## config.mk

```make
export PLATFORM = sky130hd
export DESIGN_NAME = nlt_nibble_line_transmitter
export DESIGN_NICKNAME = d
export VERILOG_FILES = /design/src/nlt_pkg.sv /design/src/nlt_nibble_line_transmitter.sv
export SDC_FILE = /design/constraint.sdc
export NUM_CORES = 1
export LEC_CHECK = 0
export BUFFER_PORTS_ARGS = -buffer_cell sky130_fd_sc_hd__clkbuf_2
export CORE_ASPECT_RATIO = 2
export CORE_MARGIN = 2
export CORE_UTILIZATION = 55
export CTS_BUF_LIST = sky130_fd_sc_hd__clkbuf_8
export DETAILED_ROUTE_END_ITERATION = 6
export GPL_TIMING_DRIVEN = 0
export MAX_ROUTING_LAYER = met4
export PLACE_DENSITY = 0.74
export RECOVER_POWER = 25
export SYNTH_ARGS = -nofsm -noshare
export SYNTH_HDL_FRONTEND = slang
export SYNTH_SLANG_ARGS = --single-unit
```

## constraint.sdc

```tcl
create_clock -name pclk -period 7.66 [get_ports pclk]
set_clock_uncertainty 0.1 [all_clocks]
set_input_delay 2.298 -clock pclk [delete_from_list [all_inputs] [get_ports pclk]]
set_output_delay 2.298 -clock pclk [all_outputs]
set_load 0.01 [all_outputs]
```

## src/nlt_pkg.sv

```systemverilog
// constants, types and register map of the nibble line transmitter
// Contract
// - each value is the time between two successive falling edges on the line.
// - every message starts with a calibration period of exactly 56 ticks.
// - a status nibble period of 12 to 27 ticks follows calibration.
// - one to six data nibble periods follow, count set by the nibble count field.
// - a checksum nibble period of 12 to 27 ticks ends the data part.
// - buffer bits 31:28 status, 27:24 checksum, 23:20 first data nibble.
// - further data nibbles come from lower buffer nibbles, sent only if count allows.
// - buffer checksum field is sent only when bypass is set, else ignored.
// - without bypass hardware computes recommended or legacy checksum by legacy select.
// - with includes-status set the status nibble is folded into the checksum.
// - after reset the block is in init, disabled, configuration writable, flags reset.
// - init is left for idle when init bit clear and enable set, one write allowed.
// - outside init, divider and configuration are read-only except the init bit.
// - idle waits for software to clear buffer-empty, then transmits.
// - single-shot returns to idle after a message if no new data.
// - otherwise missing data at calibration end aborts, flags under-run, enters error.
// - stop entry during transmit aborts, resets four flags, idles line, enters idle.
// - error state sends nothing until under-run cleared, then resets flags and idles.
// - setting init aborts, resets four flags; stays in error if under-run, else init.
// - tick comes from a 14-bit modulus counter: clock divided by divisor plus one.
// - buffer copied on the same clock edge as calibration's closing edge; buffer-empty set.
// - transmission-complete flag is set once the checksum nibble is sent.
// - calibration-start flag is set at the first falling edge of each message.
package nlt_pkg;
	localparam logic [7:0]  OFS_CONFIG   = 8'h00;
	localparam logic [7:0]  OFS_TICKDIV  = 8'h04;
	localparam logic [7:0]  OFS_FLAGS    = 8'h08;
	localparam logic [7:0]  OFS_TRANSMIT_MESSAGE_BUFFER    = 8'h0c;
	localparam logic [7:0]  OFS_STATUS   = 8'h10;
	localparam logic [5:0]  CAL_TICKS    = 6'h38;
	localparam logic [5:0]  NIB_BASE     = 6'h0c;
	localparam logic [5:0]  LOW_TICKS    = 6'h05;
	localparam logic [3:0]  SEG_CAL      = 4'h0;
	localparam logic [3:0]  SEG_STAT     = 4'h1;
	localparam logic [3:0]  SEG_FIRST_DATA_NIBBLE    = 4'h2;
	localparam logic [3:0]  SEG_CRC      = 4'h8;
	localparam logic [3:0]  CRC_SEED     = 4'h5;
	localparam logic [3:0]  CRC_POLY     = 4'hd;
	localparam logic [2:0]  MAX_NIB      = 3'h6;
	localparam logic [2:0]  MIN_NIB      = 3'h1;
	localparam int          TICKDIV_W    = 14;
	localparam logic [31:0] TRANSMIT_MESSAGE_BUFFER_RST    = 32'h0000_0000;

	typedef enum logic [1:0] {
		ST_INIT = 2'b00,
		ST_IDLE = 2'b01,
		ST_TX   = 2'b10,
		ST_ERR  = 2'b11
	} nlt_state_t;

	typedef struct packed {
		logic       checksum_includes_status;
		logic       checksum_legacy_select;
		logic       checksum_bypass;
		logic [2:0] data_nibble_count;
		logic       single_shot;
		logic       transmitter_enable;
		logic       initialization_bit;
	} nlt_cfg_t;

	typedef struct packed {
		logic pause_rising_edge_flag;
		logic underrun_flag;
		logic cal_start_flag;
		logic transmission_complete_flag;
		logic buffer_empty_flag;
	} nlt_flags_t;

	localparam nlt_cfg_t   CFG_RST   = 9'h009;
	localparam nlt_flags_t FLAGS_RST = 5'h01;
endpackage

```

## src/nlt_nibble_line_transmitter.sv

```systemverilog
// single-edge nibble line transmitter with apb register slave
`timescale 1ns/1ps
module nlt_nibble_line_transmitter
	import nlt_pkg::*;
#(
	parameter int ADDR_W = 8
) (
	input  wire logic              pclk,
	input  wire logic              presetn,
	input  wire logic [ADDR_W-1:0] paddr,
	input  wire logic              psel,
	input  wire logic              penable,
	input  wire logic              pwrite,
	input  wire logic [31:0]       pwdata,
	output logic      [31:0]       prdata,
	output logic                   pready,
	output logic                   pslverr,
	input  wire logic              stop_req,
	output logic                   line_out
);

	nlt_state_t            state_ff, nxt_state;
	nlt_cfg_t              cfg_ff, nxt_cfg;
	nlt_flags_t            flags_ff, nxt_flags;
	logic [TICKDIV_W-1:0]  tick_div_ff, nxt_tick_div;
	logic [TICKDIV_W-1:0]  div_cnt_ff, nxt_div_cnt;
	logic [31:0]           transmit_message_buffer_ff, nxt_transmit_message_buffer;
	logic [31:0]           sh_ff, nxt_sh;
	logic [5:0]            tick_cnt_ff, nxt_tick_cnt;
	logic [3:0]            seg_ff, nxt_seg;
	logic [31:0]           prdata_ff, nxt_prdata;
	logic                  pready_ff, pslverr_ff, line_ff;

	// data nibble k (0..5) of a buffer image
	function automatic logic [3:0] data_nib(logic [31:0] b, int k);
		return b[(20 - 4 * k) +: 4];
	endfunction

	// out-of-range counts are clamped rather than refused
	function automatic logic [2:0] eff_cnt(logic [2:0] c);
		if (c < MIN_NIB) begin
			return MIN_NIB;
		end else if (c > MAX_NIB) begin
			return MAX_NIB;
		end
		return c;
	endfunction

	// table-free form of crc = nibble ^ table[crc]
	function automatic logic [3:0] crc_step(logic [3:0] c, logic [3:0] n);
		logic [3:0] r;
		r = c;
		for (int i = 0; i < 4; i++) begin
			r = {r[2:0], 1'b0} ^ (r[3] ? CRC_POLY : 4'h0);
		end
		return r ^ n;
	endfunction

	function automatic logic [3:0] crc_calc(logic [31:0] b, nlt_cfg_t c);
		logic [3:0] r;
		r = CRC_SEED;
		if (c.checksum_includes_status) begin
			r = crc_step(r, b[31:28]);
		end
		for (int k = 0; k < 6; k++) begin
			if (3'(k) < eff_cnt(c.data_nibble_count)) begin
				r = crc_step(r, data_nib(b, k));
			end
		end
		if (!c.checksum_legacy_select) begin
			r = crc_step(r, 4'h0);
		end
		return r;
	endfunction

	// bus decode
	wire        acc_phase = psel & penable & ~pready_ff;
	wire        wr_en     = psel & penable & pready_ff & pwrite;
	wire [7:0]  addr8     = 8'(paddr);
	wire        hit_cfg   = addr8 == OFS_CONFIG;
	wire        hit_div   = addr8 == OFS_TICKDIV;
	wire        hit_flags = addr8 == OFS_FLAGS;
	wire        hit_buf   = addr8 == OFS_TRANSMIT_MESSAGE_BUFFER;
	wire        hit_stat  = addr8 == OFS_STATUS;
	wire        hit_any   = hit_cfg | hit_div | hit_flags | hit_buf | hit_stat;
	wire        in_init   = state_ff == ST_INIT;
	wire        fl_wr     = wr_en & hit_flags & ~cfg_ff.initialization_bit
	                        & cfg_ff.transmitter_enable;
	wire [4:0]  clr_bits  = fl_wr ? pwdata[4:0] : 5'h00;

	// line engine
	wire [2:0]  n_cnt     = eff_cnt(cfg_ff.data_nibble_count);
	wire [3:0]  last_data = SEG_FIRST_DATA_NIBBLE + {1'b0, n_cnt} - 4'h1;
	wire [3:0]  crc_val   = cfg_ff.checksum_bypass ? sh_ff[27:24] : crc_calc(sh_ff, cfg_ff);
	wire [3:0]  nib_cur   = (seg_ff == SEG_STAT) ? sh_ff[31:28] :
	                        (seg_ff == SEG_CRC)  ? crc_val :
	                        data_nib(sh_ff, int'(seg_ff - SEG_FIRST_DATA_NIBBLE));
	wire [5:0]  seg_len   = (seg_ff == SEG_CAL) ? CAL_TICKS : NIB_BASE + {2'b00, nib_cur};
	wire        in_tx     = state_ff == ST_TX;
	wire        tick      = div_cnt_ff == tick_div_ff;
	wire        seg_end   = in_tx & tick & (tick_cnt_ff == seg_len - 6'h01);
	wire        start_tx  = (state_ff == ST_IDLE) & ~flags_ff.buffer_empty_flag & ~stop_req;

	always_comb begin
		nxt_cfg      = cfg_ff;
		nxt_tick_div = tick_div_ff;
		nxt_transmit_message_buffer    = transmit_message_buffer_ff;
		if (wr_en && hit_cfg) begin
			if (in_init) begin
				nxt_cfg = nlt_cfg_t'(pwdata[8:0]);
			end else begin
				nxt_cfg.initialization_bit = pwdata[0];
			end
		end
		if (wr_en && hit_div && in_init) begin
			nxt_tick_div = pwdata[TICKDIV_W-1:0];
		end
		if (wr_en && hit_buf) begin
			nxt_transmit_message_buffer = pwdata;
		end
	end

	always_comb begin
		nxt_state    = state_ff;
		nxt_flags    = nlt_flags_t'(flags_ff & ~clr_bits);
		nxt_sh       = sh_ff;
		nxt_seg      = seg_ff;
		nxt_tick_cnt = tick_cnt_ff;
		nxt_div_cnt  = (in_tx && !tick) ? div_cnt_ff + 14'h0001 : 14'h0000;
		if (in_tx && tick) begin
			nxt_tick_cnt = tick_cnt_ff + 6'h01;
		end
		case (state_ff)
			ST_INIT: begin
				nxt_flags = FLAGS_RST;
				if (!cfg_ff.initialization_bit && cfg_ff.transmitter_enable) begin
					nxt_state = ST_IDLE;
				end
			end
			ST_IDLE: begin
				if (start_tx) begin
					nxt_state                = ST_TX;
					nxt_seg                  = SEG_CAL;
					nxt_tick_cnt             = 6'h00;
					nxt_flags.cal_start_flag = 1'b1;
				end
			end
			ST_TX: begin
				if (seg_end) begin
					nxt_tick_cnt = 6'h00;
					if (seg_ff == SEG_CAL) begin
						if (!flags_ff.buffer_empty_flag) begin
							nxt_sh                      = transmit_message_buffer_ff;
							nxt_flags.buffer_empty_flag = 1'b1;
							nxt_seg                     = SEG_STAT;
						end else begin
							nxt_flags.underrun_flag = 1'b1;
							nxt_state               = ST_ERR;
						end
					end else if (seg_ff == SEG_CRC) begin
						nxt_flags.transmission_complete_flag = 1'b1;
						if (flags_ff.buffer_empty_flag && cfg_ff.single_shot) begin
							nxt_state = ST_IDLE;
						end else begin
							nxt_seg                  = SEG_CAL;
							nxt_flags.cal_start_flag = 1'b1;
						end
					end else if (seg_ff == last_data) begin
						nxt_seg = SEG_CRC;
					end else begin
						nxt_seg = seg_ff + 4'h1;
					end
				end
				if (stop_req) begin
					nxt_state                            = ST_IDLE;
					nxt_flags                            = FLAGS_RST;
					nxt_flags.underrun_flag              = flags_ff.underrun_flag;
				end
			end
			default: begin
				if (clr_bits[3]) begin
					nxt_state = ST_IDLE;
					nxt_flags = FLAGS_RST;
				end
			end
		endcase
		if (cfg_ff.initialization_bit && !in_init) begin
			nxt_state               = flags_ff.underrun_flag ? ST_ERR : ST_INIT;
			nxt_flags               = FLAGS_RST;
			nxt_flags.underrun_flag = flags_ff.underrun_flag;
		end
	end

	always_comb begin
		nxt_prdata = 32'h0000_0000;
		if (hit_cfg) begin
			nxt_prdata[8:0] = cfg_ff;
		end else if (hit_div) begin
			nxt_prdata[TICKDIV_W-1:0] = tick_div_ff;
		end else if (hit_flags) begin
			nxt_prdata[4:0] = flags_ff;
		end else if (hit_buf) begin
			nxt_prdata = transmit_message_buffer_ff;
		end else if (hit_stat) begin
			nxt_prdata[5:0] = {state_ff, seg_ff};
		end
	end

	// falling edge opens every period, line is low for the first ticks only
	wire nxt_line = ~((nxt_state == ST_TX) && (nxt_tick_cnt < LOW_TICKS));

	always_ff @(posedge pclk or negedge presetn) begin
		if (!presetn) begin
			state_ff    <= ST_INIT;
			cfg_ff      <= CFG_RST;
			flags_ff    <= FLAGS_RST;
			tick_div_ff <= '0;
			div_cnt_ff  <= '0;
			transmit_message_buffer_ff    <= TRANSMIT_MESSAGE_BUFFER_RST;
			sh_ff       <= TRANSMIT_MESSAGE_BUFFER_RST;
			tick_cnt_ff <= 6'h00;
			seg_ff      <= SEG_CAL;
			line_ff     <= 1'b1;
		end else begin
			state_ff    <= nxt_state;
			cfg_ff      <= nxt_cfg;
			flags_ff    <= nxt_flags;
			tick_div_ff <= nxt_tick_div;
			div_cnt_ff  <= nxt_div_cnt;
			transmit_message_buffer_ff    <= nxt_transmit_message_buffer;
			sh_ff       <= nxt_sh;
			tick_cnt_ff <= nxt_tick_cnt;
			seg_ff      <= nxt_seg;
			line_ff     <= nxt_line;
		end
	end

	// one wait state: data and error are registered with ready
	always_ff @(posedge pclk or negedge presetn) begin
		if (!presetn) begin
			pready_ff  <= 1'b0;
			pslverr_ff <= 1'b0;
			prdata_ff  <= 32'h0000_0000;
		end else begin
			pready_ff  <= acc_phase;
			pslverr_ff <= acc_phase & ~hit_any;
			prdata_ff  <= acc_phase ? nxt_prdata : 32'h0000_0000;
		end
	end

	assign prdata   = prdata_ff;
	assign pready   = pready_ff;
	assign pslverr  = pslverr_ff;
	assign line_out = line_ff;
endmodule

```

==> flow_summary.ini <==
[worst_hold_path]
min-delay-path-class = flip-flop to flip-flop

[power]
post-layout-total-power_mw = 1.816
cellLeakagePower_nw = 5.362
power_per_cell_area_mw_per_mm2 = 163.8
power.ir.vdd_worst_uv = 183.4

[run]
max_cap_viol_count = 2

[setup_path]
timing.critical_path.fanout_max = 10
worst-setup-path-type = flip-flop to flip-flop
required_ns = 7.89
worstPathArrival_ns = 7.63
worst_setup_path_start_kind = flip-flop
critical-path-slowest-cell = sky130_fd_sc_hd__xor3_2
max_stage_delay_ns = 0.49
critical_path.endpoint_type = flip-flop

[sta]
worstMarginPinSlew_ns = 2.721
timing.slew.headroom = -0.8139
final_worst_hold_slack_ns = 0.3970
slew_violations = 156
min_period_ns = 7.402
achievable_clock_frequency_ghz = 0.1351
timing.final.hold_violations = 0
setup_viol = 0
fin_crit_sh = 0.9663
fin_tns_setup_ns = 0

[finish]
area_growth_syn_to_layout_pct = 15.45
final_layout_size_suffix_gt1_frac = 0.2808
finalNetCount = 1112
layout.cells.non_filler = 1275
antenna_cells = 0

[global_routing]
first_global_vias = 7773
global_route_total_usage_across_every_layer = 0.2856
grt_antenna_before_repair = 0
wire_length_of_the_first_global_routing_pass_mm = 40.23
global_route.overflow_total = 0
grt_max_degree = 110

[clocking]
cts_max_path_buffers = 2
tritoncts = done
cts-buffers-inserted = 17
worst_skew_pair.late_latency_ns = 0.47
cts.root.buffer_cell = sky130_fd_sc_hd__clkbuf_8
path_clk_slew_ns = 0.10
hold_buffers = 0
cts.htree.levels = 4
clock_sinks = 153

[outcome]
failed_checks = capacitance limit, slew limit
status = complete, but fails checks

[logic_synthesis]
synth_nets = 990
number_of_enable_type_register_cells_in_the_synthesized_netlist = 0
part_of_the_yosys_area_used_for_sequential_elements = 0.3993
netlist-cell-type-count = 88
synthesis.yosys.warnings = 0
ys_ff_latch = 153
syn_area_per_cell_um2 = 10.32
synthesis.area_mm2 = 0.009602
dominant_synthesized_flop_cell = sky130_fd_sc_hd__dfrtp_1
postSynth.asyncResetShare = 1.000
synthesis.instances = 930

[placed_design]
detailed_place_hpwl_mm = 19.49
io_buf_count = 79
placed_cells_incl_taps = 1220
gp_routability_congestion = 0.9651

[detailed_routing]
route.detailed.wl_per_inst_um = 20.25
via_count = 7660
drtPass1Iterations = 5
vias_per_cell = 6.008
antenna_violating_nets_left = 0
route.detailed.drc = 0
finalWirelength_mm = 25.81
drtIter0Drc = 446

[die]
io_pins = 81
die-area_mm2 = 0.01860
effective_utilization_at_floorplan = 0.5587
die_h_um = 190.9
die_w_um = 97.43
core_region_area_mm2 = 0.01719
fp-row-count = 68
synthesized netlist by cell type, types with 14 or more instances:
| cell type | instances | area share |
|---|---|---|
| sky130_fd_sc_hd__nand3_1 | 27 | 0.014 |
| sky130_fd_sc_hd__mux2_2 | 75 | 0.088 |
| sky130_fd_sc_hd__clkbuf_1 | 29 | 0.011 |
| sky130_fd_sc_hd__ha_1 | 14 | 0.018 |
| sky130_fd_sc_hd__xnor2_1 | 51 | 0.047 |
| sky130_fd_sc_hd__nand2_1 | 74 | 0.029 |
| sky130_fd_sc_hd__inv_1 | 21 | 0.0082 |
| sky130_fd_sc_hd__nor2_1 | 80 | 0.031 |
| sky130_fd_sc_hd__and2_1 | 26 | 0.017 |
| sky130_fd_sc_hd__mux2_1 | 14 | 0.016 |
| sky130_fd_sc_hd__xor2_1 | 37 | 0.034 |
| sky130_fd_sc_hd__dfrtp_1 | 149 | 0.39 |
| sky130_fd_sc_hd__o21ai_0 | 36 | 0.019 |
| sky130_fd_sc_hd__a21oi_1 | 42 | 0.022 |
| sky130_fd_sc_hd__mux2i_1 | 22 | 0.023 |
| sky130_fd_sc_hd__nor3_1 | 15 | 0.0078 |
stage by stage:
step	setup WS [ns]	util	instance area [µm²]
final	0.2581	0.6450	11090
after global routing	-0.04827	0.6450	11090
after CTS	0.003666	0.6268	10770
after detailed placement	-0.08560	0.5994	10300
after global placement	-0.04880	0.5970	10260
after floorplan	1.021	-	9602
cells by family (layout without fill, tap and decap cells):
logic type / after synthesis / after routing / share of synthesized area
adders and majority gates: 16 / 16 / 0.02033
AOI/OAI and AO/OA: 165 / 165 / 0.1170
and+or+nand+nor: 294 / 294 / 0.1516
DFF: 153 / 153 / 0.3993
xor gates and xnor gates: 111 / 111 / 0.1324
muxes: 121 / 121 / 0.1491
buffers and inverters: 70 / 205 / 0.03036
sequential cells by signal, summed over array words and instances (netlist names):
signal / count
pready: 1
transmit_message_buffer_ff: 32
seg_ff: 4
pslverr: 1
state_ff: 2
prdata: 32
flags_ff: 5
tick_div_ff: 14
sh_ff: 32
div_cnt_ff: 14
tick_cnt_ff: 6
cfg_ff: 9
line_out: 1
power by group:
part / internal, mW / switching (mW)
Clock: 0.358 / 0.333
Sequential: 0.821 / 0.0175
Combinational: 0.117 / 0.169
Total: 1.30 / 0.520
layout by cell type (no fill, tap or decap), types with 7 or more instances in the layout:
cell type and instances:
sky130_fd_sc_hd__a211o_1 7, sky130_fd_sc_hd__a21oi_1 41, sky130_fd_sc_hd__and2_1 26, sky130_fd_sc_hd__and3_1 9, sky130_fd_sc_hd__buf_2 7, sky130_fd_sc_hd__buf_4 26, sky130_fd_sc_hd__clkbuf_1 28, sky130_fd_sc_hd__clkbuf_2 81
sky130_fd_sc_hd__clkbuf_8 17, sky130_fd_sc_hd__dfrtp_1 149, sky130_fd_sc_hd__ha_1 14, sky130_fd_sc_hd__inv_1 23, sky130_fd_sc_hd__mux2_1 14, sky130_fd_sc_hd__mux2_2 75, sky130_fd_sc_hd__mux2i_1 20, sky130_fd_sc_hd__mux4_2 7
sky130_fd_sc_hd__nand2_1 73, sky130_fd_sc_hd__nand2b_1 9, sky130_fd_sc_hd__nand3_1 27, sky130_fd_sc_hd__nand4_1 8, sky130_fd_sc_hd__nor2_1 80, sky130_fd_sc_hd__nor2b_1 7, sky130_fd_sc_hd__nor3_1 15, sky130_fd_sc_hd__o21ai_0 34
sky130_fd_sc_hd__or2_2 9, sky130_fd_sc_hd__or3_1 9, sky130_fd_sc_hd__xnor2_1 41, sky130_fd_sc_hd__xnor2_2 12, sky130_fd_sc_hd__xnor3_1 9, sky130_fd_sc_hd__xor2_1 35
critical path: cells and delay by family (launching register included):
kind	cells	cell delay, ns
AO/OA/AOI/OAI	9	1.67
XOR/XNOR	7	2.35
adder cells (fa/ha/maj)	1	0.34
buffers and inverters	3	0.60
flip-flops	1	0.35
multiplexers	2	0.50
AND/OR/NAND/NOR	7	1.35
cell type report:
type                    instances  area (µm²)
repair buffers                103       571.8
multi-input cells             707        5684
clock inverters                15       198.9
plain buffers                  46       210.2
inverters                      24       90.09
fillers                      1398        6101
clock buffers                  17       234.0
well taps                     210       262.8
flip-flops and latches        153        3834
worst paths after layout:
path	slack [ns]	depth (start not counted)	start	endpoint
max in group asynchronous	1.35	2	presetn	flags_ff[1]$_DFF_PN0_
setup reg to reg	0.26	29	sh_ff[29]$_DFFE_PN0P_	sh_ff[27]$_DFFE_PN0P_
hold / removal	0.40	1	transmit_message_buffer_ff[20]$_DFFE_PN0P_	prdata[20]$_DFF_PN0_
min in group asynchronous	2.43	1	presetn	cfg_ff[7]$_DFFE_PN0P_
hold reg to reg	0.40	1	transmit_message_buffer_ff[20]$_DFFE_PN0P_	prdata[20]$_DFF_PN0_
setup / recovery	0.26	29	sh_ff[29]$_DFFE_PN0P_	sh_ff[27]$_DFFE_PN0P_
per-layer routing:
metal / up-vias / GRT usage / share of wire
li1: 3542 / - / -
met1: 3676 / 0.2856 / 0.34
met2: 312 / 0.5056 / 0.53
met3: 130 / 0.04289 / 0.047
met4: 0 / 0.1960 / 0.079
met5: - / - / 0
timing repair:
item	4_1_cts	5_1_grt
pin swaps	1	23
gates resized for setup	4	36
endpoints found under the setup margin	4	47
buffers inserted	1	22
Power figures use the tool's default switching activity.
